--- config.mk ---
export PLATFORM = sky130hd
export DESIGN_NAME = thermal_pin_and_dynamic_floor_ctrl
export DESIGN_NICKNAME = d
export VERILOG_FILES = /design/src/design/thermal_pkg.sv /design/src/design/thermal_pin_and_dynamic_floor_ctrl.sv
export SDC_FILE = /design/constraint.sdc
export NUM_CORES = 1
export LEC_CHECK = 0
export ABC_AREA = 1
export BUFFER_PORTS_ARGS = -buffer_cell sky130_fd_sc_hd__buf_2
export CAP_MARGIN = 30
export CORE_MARGIN = 3
export CORE_UTILIZATION = 50
export DETAILED_ROUTE_END_ITERATION = 8
export PLACE_DENSITY = 0.83
export SETUP_SLACK_MARGIN = 0.1
export SLEW_MARGIN = 15
export SYNTH_ARGS = -nofsm -noshare
export SYNTH_HDL_FRONTEND = slang
export SYNTH_SLANG_ARGS = --single-unit
export TNS_END_PERCENT = 20
--- constraint.sdc ---
create_clock -name clk_sys -period 2.6 [get_ports clk_sys]
set_clock_uncertainty 0.05 [all_clocks]
set_input_delay 0.13 -clock clk_sys [delete_from_list [all_inputs] [get_ports clk_sys]]
set_output_delay 0.13 -clock clk_sys [all_outputs]
set_load 0.05 [all_outputs]
--- src/design/thermal_pkg.sv ---
// Constants and types for the thermal pin and dynamic floor block
package thermal_pkg;
  localparam logic [7:0] OFS_FLOOR_A = 8'h0b;
  localparam logic [7:0] OFS_FLOOR_B = 8'h0c;
  localparam logic [7:0] OFS_PIN_COMMON = 8'h0d;
  localparam logic [7:0] OFS_PIN_A = 8'h0e;
  localparam logic [7:0] OFS_PIN_B = 8'h0f;
  localparam logic [7:0] RST_FLOOR_A = 8'h00;
  localparam logic [7:0] RST_FLOOR_B = 8'h40;
  localparam logic [7:0] RST_PIN_COMMON = 8'h00;
  localparam logic [4:0] RST_PIN_CFG = 5'h00;
  // Dynamic floor control a
  localparam int EN_R1 = 0;
  localparam int EN_R2 = 1;
  localparam int CAP_A_R1 = 2;
  localparam int CAP_A_R2 = 3;
  localparam int CAP_B_R1 = 4;
  localparam int CAP_B_R2 = 5;
  // Dynamic floor control b
  localparam int CYC_R1_LSB = 0;
  localparam int CYC_R2_LSB = 3;
  localparam int LOOP_SEL = 6;
  // Common pin config
  localparam int BOOST_A = 0;
  localparam int BOOST_B = 1;
  localparam int WIN_A_LSB = 2;
  localparam int WIN_B_LSB = 5;
  // Per-pin config
  localparam int TIMER_EN = 0;
  localparam int SRC_LSB = 1;
  localparam int PIN_CFG_W = 5;
  // Monitoring cycle: 8 per second
  localparam longint TICK_NS = 125000000;
  localparam longint CLK_NS = 10;
  localparam int TICK_W = 24;
  // Adjust delays in monitoring cycles, shifted by the cycle code
  localparam logic [11:0] DEC_BASE = 12'h008;
  localparam logic [11:0] INC_BASE = 12'h010;
  // Window of 0.25 s is 2 cycles; codes 5..7 saturate at 8 s
  localparam logic [6:0] WIN_BASE = 7'h02;
  localparam logic [2:0] WIN_CODE_MAX = 3'h4;
  localparam logic [6:0] WIN_LONG = 7'h40;

  typedef struct packed {
    logic [7:0] local_t;
    logic [7:0] rem1;
    logic [7:0] rem2;
    logic [7:0] rem3;
  } temps_t;
endpackage

--- src/design/thermal_pin_and_dynamic_floor_ctrl.sv ---
// Thermal pin drive, external capture, assertion timers and floor pacing
`timescale 1ns/1ns
`default_nettype none

module thermal_pin_and_dynamic_floor_ctrl #(
  parameter int TICK_CYCLES = int'(thermal_pkg::TICK_NS / thermal_pkg::CLK_NS)
) (
  input wire logic clk_sys, // System clock
  input wire logic resetn, // Async reset, active low
  input wire logic [7:0] reg_addr, // Register offset
  input wire logic [7:0] reg_wdata, // Write data
  input wire logic reg_wr, // Write strobe
  input wire logic reg_rd, // Read strobe
  output logic [7:0] reg_rdata, // Read data, valid after reg_rd
  input wire logic lock, // Write-once lock level
  input wire logic sw_reset, // Software reset pulse
  input wire thermal_pkg::temps_t temps, // Current temperatures
  input wire thermal_pkg::temps_t limits_a, // Pin a limits
  input wire thermal_pkg::temps_t limits_b, // Pin b limits
  input wire logic [7:0] op_point_r1, // Remote one operating point
  input wire logic [7:0] op_point_r2, // Remote two operating point
  input wire logic thermal_pin_a_i, // Pin a level
  output logic thermal_pin_a_o, // Pin a drive value
  output logic thermal_pin_a_oe, // Pin a drive enable
  input wire logic thermal_pin_b_i, // Pin b level
  output logic thermal_pin_b_o, // Pin b drive value
  output logic thermal_pin_b_oe, // Pin b drive enable
  output logic fans_full_speed, // Force fans to full speed
  output logic cap_r1_stb, // Write operating point one
  output logic cap_r2_stb, // Write operating point two
  output logic [7:0] cap_r1_val, // Captured remote one temperature
  output logic [7:0] cap_r2_val, // Captured remote two temperature
  output logic [1:0] floor_dec_due, // Per remote decrease step due
  output logic [1:0] floor_inc_due, // Per remote increase step due
  output logic loop_newer, // Newer control loop selected
  output logic [6:0] pin_a_assert_ticks, // Asserted cycles, last window
  output logic [6:0] pin_b_assert_ticks // Asserted cycles, last window
);
  // Divider must fit the tick counter
  if (TICK_CYCLES < 1 || TICK_CYCLES >= (1 << thermal_pkg::TICK_W)) begin
    $error("TICK_CYCLES out of range");
  end

  localparam logic [thermal_pkg::TICK_W-1:0] TICK_LAST =
    thermal_pkg::TICK_W'(TICK_CYCLES - 1);

  typedef struct packed {
    logic [7:0] floor_a;
    logic [7:0] floor_b;
    logic [7:0] pin_common;
    logic [1:0][4:0] pin_cfg;
    logic [7:0] rdata;
    logic [1:0] sync1;
    logic [1:0] sync2;
    logic [1:0] prev;
    logic [1:0] drive;
    logic [1:0] drive_d1;
    logic [1:0] drive_d2;
    logic [thermal_pkg::TICK_W-1:0] tick_cnt;
    logic [1:0][6:0] win_cnt;
    logic [1:0][6:0] asr_cnt;
    logic [1:0][6:0] asr_out;
    logic [1:0][11:0] adj_cnt;
    logic [1:0] dec_due;
    logic [1:0] inc_due;
    logic cap1;
    logic cap2;
    logic [7:0] cap1_val;
    logic [7:0] cap2_val;
  } state_t;

  state_t s_q;
  state_t s_d;

  function automatic logic [6:0] win_ticks(input logic [2:0] code);
    if (code > thermal_pkg::WIN_CODE_MAX) begin
      return thermal_pkg::WIN_LONG;
    end
    return thermal_pkg::WIN_BASE << code;
  endfunction

  function automatic logic [3:0] over(input thermal_pkg::temps_t t,
                                      input thermal_pkg::temps_t l);
    return {t.rem3 > l.rem3, t.rem2 > l.rem2, t.rem1 > l.rem1, t.local_t > l.local_t};
  endfunction

  logic tick;
  logic [1:0] ext_edge;
  logic [1:0][3:0] hot;
  logic [1:0][2:0] win_code;
  logic [1:0][2:0] cyc_code;

  always_comb begin
    s_d = s_q;
    tick = (s_q.tick_cnt == TICK_LAST);
    hot[0] = over(temps, limits_a);
    hot[1] = over(temps, limits_b);
    win_code[0] = s_q.pin_common[thermal_pkg::WIN_A_LSB +: 3];
    win_code[1] = s_q.pin_common[thermal_pkg::WIN_B_LSB +: 3];
    cyc_code[0] = s_q.floor_b[thermal_pkg::CYC_R1_LSB +: 3];
    cyc_code[1] = s_q.floor_b[thermal_pkg::CYC_R2_LSB +: 3];
    // Own drive is masked with the synchroniser's lag, so even a one-cycle
    // self-assertion never looks like an outside one
    ext_edge = s_q.prev & ~s_q.sync2 & ~s_q.drive_d2;
    s_d.drive_d1 = s_q.drive;
    s_d.drive_d2 = s_q.drive_d1;
    s_d.tick_cnt = tick ? '0 : s_q.tick_cnt + 1'b1;
    s_d.sync1 = {thermal_pin_b_i, thermal_pin_a_i};
    s_d.sync2 = s_q.sync1;
    s_d.prev = s_q.sync2;
    for (int p = 0; p < 2; p++) begin
      s_d.drive[p] = |(s_q.pin_cfg[p][thermal_pkg::SRC_LSB +: 4] & hot[p]);
      if (!s_q.pin_cfg[p][thermal_pkg::TIMER_EN]) begin
        s_d.win_cnt[p] = '0;
        s_d.asr_cnt[p] = '0;
      end else if (tick) begin
        if (s_q.win_cnt[p] + 7'h01 >= win_ticks(win_code[p])) begin
          s_d.asr_out[p] = s_q.asr_cnt[p] + {6'h00, ~s_q.sync2[p]};
          s_d.win_cnt[p] = '0;
          s_d.asr_cnt[p] = '0;
        end else begin
          s_d.win_cnt[p] = s_q.win_cnt[p] + 7'h01;
          s_d.asr_cnt[p] = s_q.asr_cnt[p] + {6'h00, ~s_q.sync2[p]};
        end
      end
      s_d.dec_due[p] = 1'b0;
      s_d.inc_due[p] = 1'b0;
      if (!s_q.floor_a[thermal_pkg::EN_R1 + p]) begin
        s_d.adj_cnt[p] = '0;
      end else if (tick) begin
        s_d.adj_cnt[p] = s_q.adj_cnt[p] + 12'h001;
        // Decrease falls due halfway through the increase interval
        s_d.dec_due[p] = (s_d.adj_cnt[p] == (thermal_pkg::DEC_BASE << cyc_code[p]));
        if (s_d.adj_cnt[p] == (thermal_pkg::INC_BASE << cyc_code[p])) begin
          s_d.inc_due[p] = 1'b1;
          s_d.adj_cnt[p] = '0;
        end
      end
    end
    s_d.cap1 = ((s_q.floor_a[thermal_pkg::CAP_A_R1] & ext_edge[0])
              | (s_q.floor_a[thermal_pkg::CAP_B_R1] & ext_edge[1]))
              & (temps.rem1 < op_point_r1);
    s_d.cap2 = ((s_q.floor_a[thermal_pkg::CAP_A_R2] & ext_edge[0])
              | (s_q.floor_a[thermal_pkg::CAP_B_R2] & ext_edge[1]))
              & (temps.rem2 < op_point_r2);
    if (s_d.cap1) begin
      s_d.cap1_val = temps.rem1;
    end
    if (s_d.cap2) begin
      s_d.cap2_val = temps.rem2;
    end
    if (reg_rd) begin
      unique case (reg_addr)
        thermal_pkg::OFS_FLOOR_A: s_d.rdata = s_q.floor_a;
        thermal_pkg::OFS_FLOOR_B: s_d.rdata = s_q.floor_b;
        thermal_pkg::OFS_PIN_COMMON: s_d.rdata = s_q.pin_common;
        thermal_pkg::OFS_PIN_A: s_d.rdata = {3'h0, s_q.pin_cfg[0]};
        thermal_pkg::OFS_PIN_B: s_d.rdata = {3'h0, s_q.pin_cfg[1]};
        default: s_d.rdata = 8'h00;
      endcase
    end
    // A locked block keeps its settings through software reset too
    if (!lock) begin
      if (sw_reset) begin
        s_d.floor_a = thermal_pkg::RST_FLOOR_A;
        s_d.floor_b = thermal_pkg::RST_FLOOR_B;
        s_d.pin_common = thermal_pkg::RST_PIN_COMMON;
        s_d.pin_cfg = {thermal_pkg::RST_PIN_CFG, thermal_pkg::RST_PIN_CFG};
      end else if (reg_wr) begin
        unique case (reg_addr)
          thermal_pkg::OFS_FLOOR_A: s_d.floor_a = reg_wdata;
          thermal_pkg::OFS_FLOOR_B: s_d.floor_b = reg_wdata;
          thermal_pkg::OFS_PIN_COMMON: s_d.pin_common = reg_wdata;
          thermal_pkg::OFS_PIN_A: s_d.pin_cfg[0] = reg_wdata[thermal_pkg::PIN_CFG_W-1:0];
          thermal_pkg::OFS_PIN_B: s_d.pin_cfg[1] = reg_wdata[thermal_pkg::PIN_CFG_W-1:0];
          default: ;
        endcase
      end
    end
  end

  always_ff @(posedge clk_sys or negedge resetn) begin
    if (!resetn) begin
      s_q <= '0;
      s_q.floor_b <= thermal_pkg::RST_FLOOR_B;
      s_q.sync1 <= 2'h3;
      s_q.sync2 <= 2'h3;
      s_q.prev <= 2'h3;
    end else begin
      s_q <= s_d;
    end
  end

  assign reg_rdata = s_q.rdata;
  assign thermal_pin_a_o = 1'b0;
  assign thermal_pin_b_o = 1'b0;
  assign thermal_pin_a_oe = s_q.drive[0];
  assign thermal_pin_b_oe = s_q.drive[1];
  assign fans_full_speed = (s_q.drive[0] & ~s_q.pin_common[thermal_pkg::BOOST_A])
                         | (s_q.drive[1] & ~s_q.pin_common[thermal_pkg::BOOST_B]);
  assign cap_r1_stb = s_q.cap1;
  assign cap_r2_stb = s_q.cap2;
  assign cap_r1_val = s_q.cap1_val;
  assign cap_r2_val = s_q.cap2_val;
  assign floor_dec_due = s_q.dec_due;
  assign floor_inc_due = s_q.inc_due;
  assign loop_newer = s_q.floor_b[thermal_pkg::LOOP_SEL];
  assign pin_a_assert_ticks = s_q.asr_out[0];
  assign pin_b_assert_ticks = s_q.asr_out[1];

  a_pin_a_drive: assert property (@(posedge clk_sys) disable iff (!resetn)
    |(s_q.pin_cfg[0][4:1] & over(temps, limits_a)) |=> thermal_pin_a_oe)
    else $error("pin a not driven while source over limit");
  a_pin_b_release: assert property (@(posedge clk_sys) disable iff (!resetn)
    !(|(s_q.pin_cfg[1][4:1] & over(temps, limits_b))) |=> !thermal_pin_b_oe)
    else $error("pin b driven with no source over limit");
  a_boost_a_force: assert property (@(posedge clk_sys) disable iff (!resetn)
    thermal_pin_a_oe && !s_q.pin_common[thermal_pkg::BOOST_A] |-> fans_full_speed)
    else $error("fans not forced by pin a");
  a_cap_below_only: assert property (@(posedge clk_sys) disable iff (!resetn)
    $rose(cap_r1_stb) |-> $past(temps.rem1) < $past(op_point_r1))
    else $error("capture with temperature not below point");
  a_cap_off_quiet: assert property (@(posedge clk_sys) disable iff (!resetn)
    !s_q.floor_a[thermal_pkg::CAP_A_R2] && !s_q.floor_a[thermal_pkg::CAP_B_R2] |=> !cap_r2_stb)
    else $error("capture with capture bits clear");
  a_lock_hold: assert property (@(posedge clk_sys) disable iff (!resetn)
    lock && (reg_wr || sw_reset) |=> $stable(s_q.floor_a) && $stable(s_q.pin_common))
    else $error("locked register changed");
  a_swrst_value: assert property (@(posedge clk_sys) disable iff (!resetn)
    !lock && sw_reset |=> s_q.floor_b == thermal_pkg::RST_FLOOR_B && s_q.pin_cfg == '0)
    else $error("software reset did not restore defaults");
  a_dyn_off_idle: assert property (@(posedge clk_sys) disable iff (!resetn)
    !s_q.floor_a[thermal_pkg::EN_R1] ##1 !s_q.floor_a[thermal_pkg::EN_R1] |-> !floor_inc_due[0])
    else $error("adjust step while disabled");
  a_rsvd_zero: assert property (@(posedge clk_sys) disable iff (!resetn)
    reg_rd && reg_addr == thermal_pkg::OFS_PIN_A |=> reg_rdata[7:5] == 3'h0)
    else $error("reserved bits read nonzero");
endmodule

`default_nettype wire

### Word level (Yosys, flattened, before mapping)

Cells that the tools add are included.

* $add $sub $neg: 7
* magnitude comparators: 14
* eq/ne operators: 14
* shifts and indexed selects: 6
* mux-type cells: 51
* bitwise operators: 22
* reductions and logical operators: 15

Operators by type and width (count)
* $mux 7: 20
* $mux 12: 6
* $mux 34: 2
* $gt 8x8->1: 8
* $eq 12x12->1: 4
* $eq 8x4->1 const B: 5
* $pmux 8 s5: 1
* $add 12x1->12 const B: 2
* $add 24x1->24 const B: 1
* $eq 24x24->1 const B: 1
* $mux 24: 1
* $mux 8: 3
* $shl 4x3->12 const A: 2
* $shl 5x3->12 const A: 2
* $reduce_and 3->1: 7
* $lt 8x8->1: 2
* $mux 1: 16
* $add 7x1->7: 2
* $add 7x1->7 const B: 2
* $ge 7x7->1: 2
* $shl 2x3->7 const A: 2
* $reduce_bool 2->1: 6
* $mux 5: 2
* $and 1x1->1: 8
* other kinds (8): 22

* flip-flop bits (word level): 166
* output and inout bits: 50
* word-level logic and storage cells: 156

### Logic depth before layout (Yosys ltp)

* word-level depth: 11
* gate-level depth with buffers: 14

### Least setup slack after synthesis

No wires, ideal clock.

* kind: register to register
* start point: register s_q[74] in the netlist's numbering
* end point: register s_q, in the netlist pin_a_assert_ticks[5]
* library setup time: 0.129 ns
* data arrival time: 2.241 ns
* data required time: 2.421 ns
* path slack: 0.180 ns
* stages on the path, launching flop included: 12
* path buffers: 1
* path through: dfrtp_1 ha_1 nand3_1 nand3b_1 xnor2_1 ha_1 nand2_1 o211ai_2 nand3_1 buf_2 nand2_1 o21ai_0

* word-level cells in the longest chain between the ends: 3

Ends and longest elaborated chain
* start, declared: RTL line thermal_pin_and_dynamic_floor_ctrl.sv:72 `state_t s_q;`
* $add 7x1->7: RTL line thermal_pin_and_dynamic_floor_ctrl.sv:117 `if (s_q.win_cnt[p] + 7'h01 >= win_ticks(win_code[p])) begin`
* $ge 7x7->1: RTL line thermal_pin_and_dynamic_floor_ctrl.sv:117
* $reduce_and 3->1 (no source line)

No other way between the ends.
A chain may end at the register's enable or synchronous reset.

### Worst setup path in the final report

* start point: register s_q[75] in the netlist's numbering
* end point: register s_q[78] in the netlist's numbering

* word-level cells in the longest chain between the ends: 5

Ends and longest elaborated chain
* $add 7x1->7 *: RTL line thermal_pin_and_dynamic_floor_ctrl.sv:117, thermal_pin_and_dynamic_floor_ctrl.sv:122
* $ge 7x7->1: RTL line thermal_pin_and_dynamic_floor_ctrl.sv:117
* $mux 7 *: RTL line thermal_pin_and_dynamic_floor_ctrl.sv:117
* $mux 7 *: RTL line thermal_pin_and_dynamic_floor_ctrl.sv:116 `end else if (tick) begin`
* $mux 7 *: RTL line thermal_pin_and_dynamic_floor_ctrl.sv:113 `if (!s_q.pin_cfg[p][thermal_pkg::TIMER_EN]) begin`

Mark *: on every way between the ends. The rest lies on a longest branch, timed or not. The select of a mux whose other input is x is not followed.

==> impl_metrics.csv <==
group,metric,value,unit
drt,drt-vias-per-instance,5.341,
global_routing,global_route_wire_length_before_repair,48110,um
final_layout,finish.instance_area,0.01333,mm2
drt,routed-via-count,10540,
floorplan,die-area,0.02450,mm2
floorplan,effective_utilization_at_floorplan,51.43,%
critical_path,capturing_instance_or_port_of_the_critical_path,"s_q[78]",
yosys,flops_latches_synth,166,
floorplan,fp.dieH,156.5,um
drt,ant_nets,0,
timing,slew_viol_final,0,
hold_path,worst_hold_path_type,"primary input to flop",
yosys,yosys.area.top_type,"dfrtp_1",
final_layout,layout-area-overhead-vs-synth,17.71,%
floorplan,io-pin-count,186,
final_layout,final_core_utilization,60.53,%
yosys,ys_seq_area_share,36.75,%
yosys,synthesis.instances,1490,
critical_path,path_class,"flop to flop",
final_layout,final_common_cell,"nand2_1",
final_layout,commonest_cells_after_routing_fill_and_taps_aside,"nand2_1, inv_1, buf_2",
placement,hpwl,22630,um
critical_path,data_arrival_time_of_the_worst_path,2.84,ns
yosys,yosys_warnings,0,
floorplan,coreArea,0.02203,mm2
clock_tree,clockBufferDepth,2,
job,max_cap_viol_count,0,
floorplan,die-width,156.5,um
timing,ratio_of_final_minimum_period_to_clock_period,96.97,%
placement,gpl.final_weighted_congestion,0.9544,
final_layout,nFillCells,1873,
clock_tree,cts.clk_slew.worst_paths,0.08,ns
drt,avgRoutedWirePerCell,15.18,um
final_layout,layout.cells.non_filler,1973,
critical_path,crit_start,"s_q[75]",
critical_path,critical_path.endpoint_type,"flop",
clock_tree,clk_latency,0.44,ns
drt,wl,29950,um
critical_path,start_kind,"flop",
power,cellPowerDensity,560.2,mW/mm2
yosys,synthesis.area,0.01133,mm2
timing,rsz_0062_raised_after_global_routing,"true",
power,power_leakage,6.995,nW
run_status,run_status,"completed",
global_routing,total_global_routing_track_utilization,24.11,%
final_layout,layout-drive-gt1-share,17.04,%
clock_tree,cts.sink_count,166,
timing,tightest_slew,0.9915,ns
yosys,ys_types,45,
placement,detailedPlace.worstSlack,0.04036,ns
global_routing,antenna_found_initial,3,
critical_path,reg2reg_from,"s_q[75]",
global_routing,globalRoute.totalOverflow,0,
clock_tree,ctsRootBufferMaster,"clkbuf_16",
yosys,syn_avg_cell_area,7.602,um2
power,worst_ir_drop_vdd,0.0004873,V
critical_path,worstPathRequired,2.92,ns
global_routing,largest_net_degree_at_the_start_of_global_routing,62,
timing,final_hold_viol_count,0,
drt,drt_first_pass_iters,6,
yosys,ys_top_cells_by_area,"dfrtp_1, nand2_1, ha_1",
timing,final.setup.worst_slack,0.07880,ns
timing,maxSlewHeadroom,33.66,%
placement,io_buffer_count,183,
timing,fin_crit,2.521,ns
global_routing,via_count_of_the_first_global_routing_pass,10060,
clock_tree,cts_made_buffers,17,
timing,achievable-frequency,396.6,MHz
timing,post_route_worst_hold_slack,0.01641,ns
drt,drcViolationCount,0,
critical_path,r2r_end,"s_q[78]",
yosys,synth.top_cell.area_share,35.13,%
timing,setup_viol_count_final,0,
critical_path,r2r_cells,12,
placement,placed_area,0.01225,mm2
drt,drtIter0Drc,747,
critical_path,setup.reg_to_reg.worst_slack,0.08,ns
floorplan,floorplan.rows,54,
critical_path,timing.critical_path.fanout_max,7,
clock_tree,htree_levels,4,
final_layout,finalNetCount,1914,
clock_tree,cts_tree,"yes",
placement,dp_cells,1900,
per-stage QoR:
step	TNS [ns]	total power [mW]
after detailed placement	0	4.766
final	0	7.469
after global routing	-0.1070	7.819
after global placement	0	4.713
after CTS	0	7.456
after floorplan	0	4.370
cells by family (layout without fill, tap and decap cells):
logic type	after synthesis	in the layout	share of synthesized area, %
simple gates	706	709	27.46
buf+inv	275	471	10.86
compound gates	204	204	10.88
flops	166	166	36.75
fa+ha+maj	101	101	11.16
xor+xnor	37	37	2.861
other cells	1	5	0.03311
layout make-up:
cell class	instances	area, um2	area share (%)
Clock inverter	15	211.5	1.586
Timing Repair Buffer	225	1341	10.06
Antenna cell	3	7.507	0.05631
Clock buffer	17	425.4	3.191
Tap cell	280	350.3	2.628
Multi-Input combinational cell	1053	6031	45.23
Inverter	214	803.3	6.025
Sequential cell	166	4163	31.22
power breakdown:
group	leakage (nW)	switching, mW	internal, mW	total, mW
clock	0.305	1.31	1.34	2.66
sequential	2.21	0.166	2.81	2.98
combinational	4.48	1.28	0.555	1.84
total	6.99	2.76	4.71	7.47
synthesized netlist by cell type (all sizes together):
cell and number:
dfstp 7, clkbuf 2, clkinv 3, nor2 137, dfrtp 159, o21a 14
nand4 29, ha 101, o22ai 10, a22o 19, inv 211, a21oi 56
nor3 22, and3 1, o221ai 2, o31ai 11, o21ai 79, nor4 3
and2 2, xor2 29, conb 1, nand3 114, xnor2 8, nand2 384
a211oi 6, o221a 1, o211ai 2, buf 59, nor3b 1, nand3b 13
a31oi 4
flip-flops by register name, summed over array words and instances (netlist names):
register	cells
cap_r1_val	8
cap_r1_stb	1
s_d	6
cap_r2_val	8
thermal_pin_a_oe	1
floor_dec_due	2
pin_a_assert_ticks	7
pin_b_assert_ticks	7
thermal_pin_b_oe	1
floor_inc_due	2
s_q	107
cyc_code	6
loop_newer	1
reg_rdata	8
cap_r2_stb	1
per-layer routing:
layer  vias up  wire, um  global-route usage, %
met5         -         0                      0
met4         0      1335                  10.75
met3        75      1709                  4.204
met2       398     14560                  40.83
met1      4845     12340                  30.26
li1       5219         -                      -
worst min path at each step:
stage	from	endpoint	slack [ns]	cells after the start
6_report	reg_wdata[0]	s_q[158]	0.02	3
5_1_grt	reg_wdata[0]	s_q[137]	0.02	3
4_1_cts	reg_wdata[0]	s_q[158]	0.004	3
3_5_place_dp	resetn	s_q[107]	0.11	1
3_3_place_gp	resetn	s_q[107]	0.10	1
2_1_floorplan	resetn	cap_r1_stb	-0.22	0
critical path, cell delays in order (launching register included):
cell	delay, ns
dfrtp_1	0.38
ha_2	0.20
nand3_2	0.09
nand3b_1	0.24
xnor2_2	0.27
ha_1	0.31
nand2_2	0.12
nor2_1	0.05
o21ai_1	0.09
o211ai_2	0.16
buf_6	0.18
nor2_8	0.14
a22o_1	0.16
repair_timing:
action                     CTS  global route
pin swaps                    0            15
hold buffers                27             0
gates cloned                 0             3
hold endpoints to repair    90             0
gates resized for setup      2            14
setup buffers                0             6
setup endpoints to repair   14            42
Note: power is estimated with default switching activity, not from simulation.
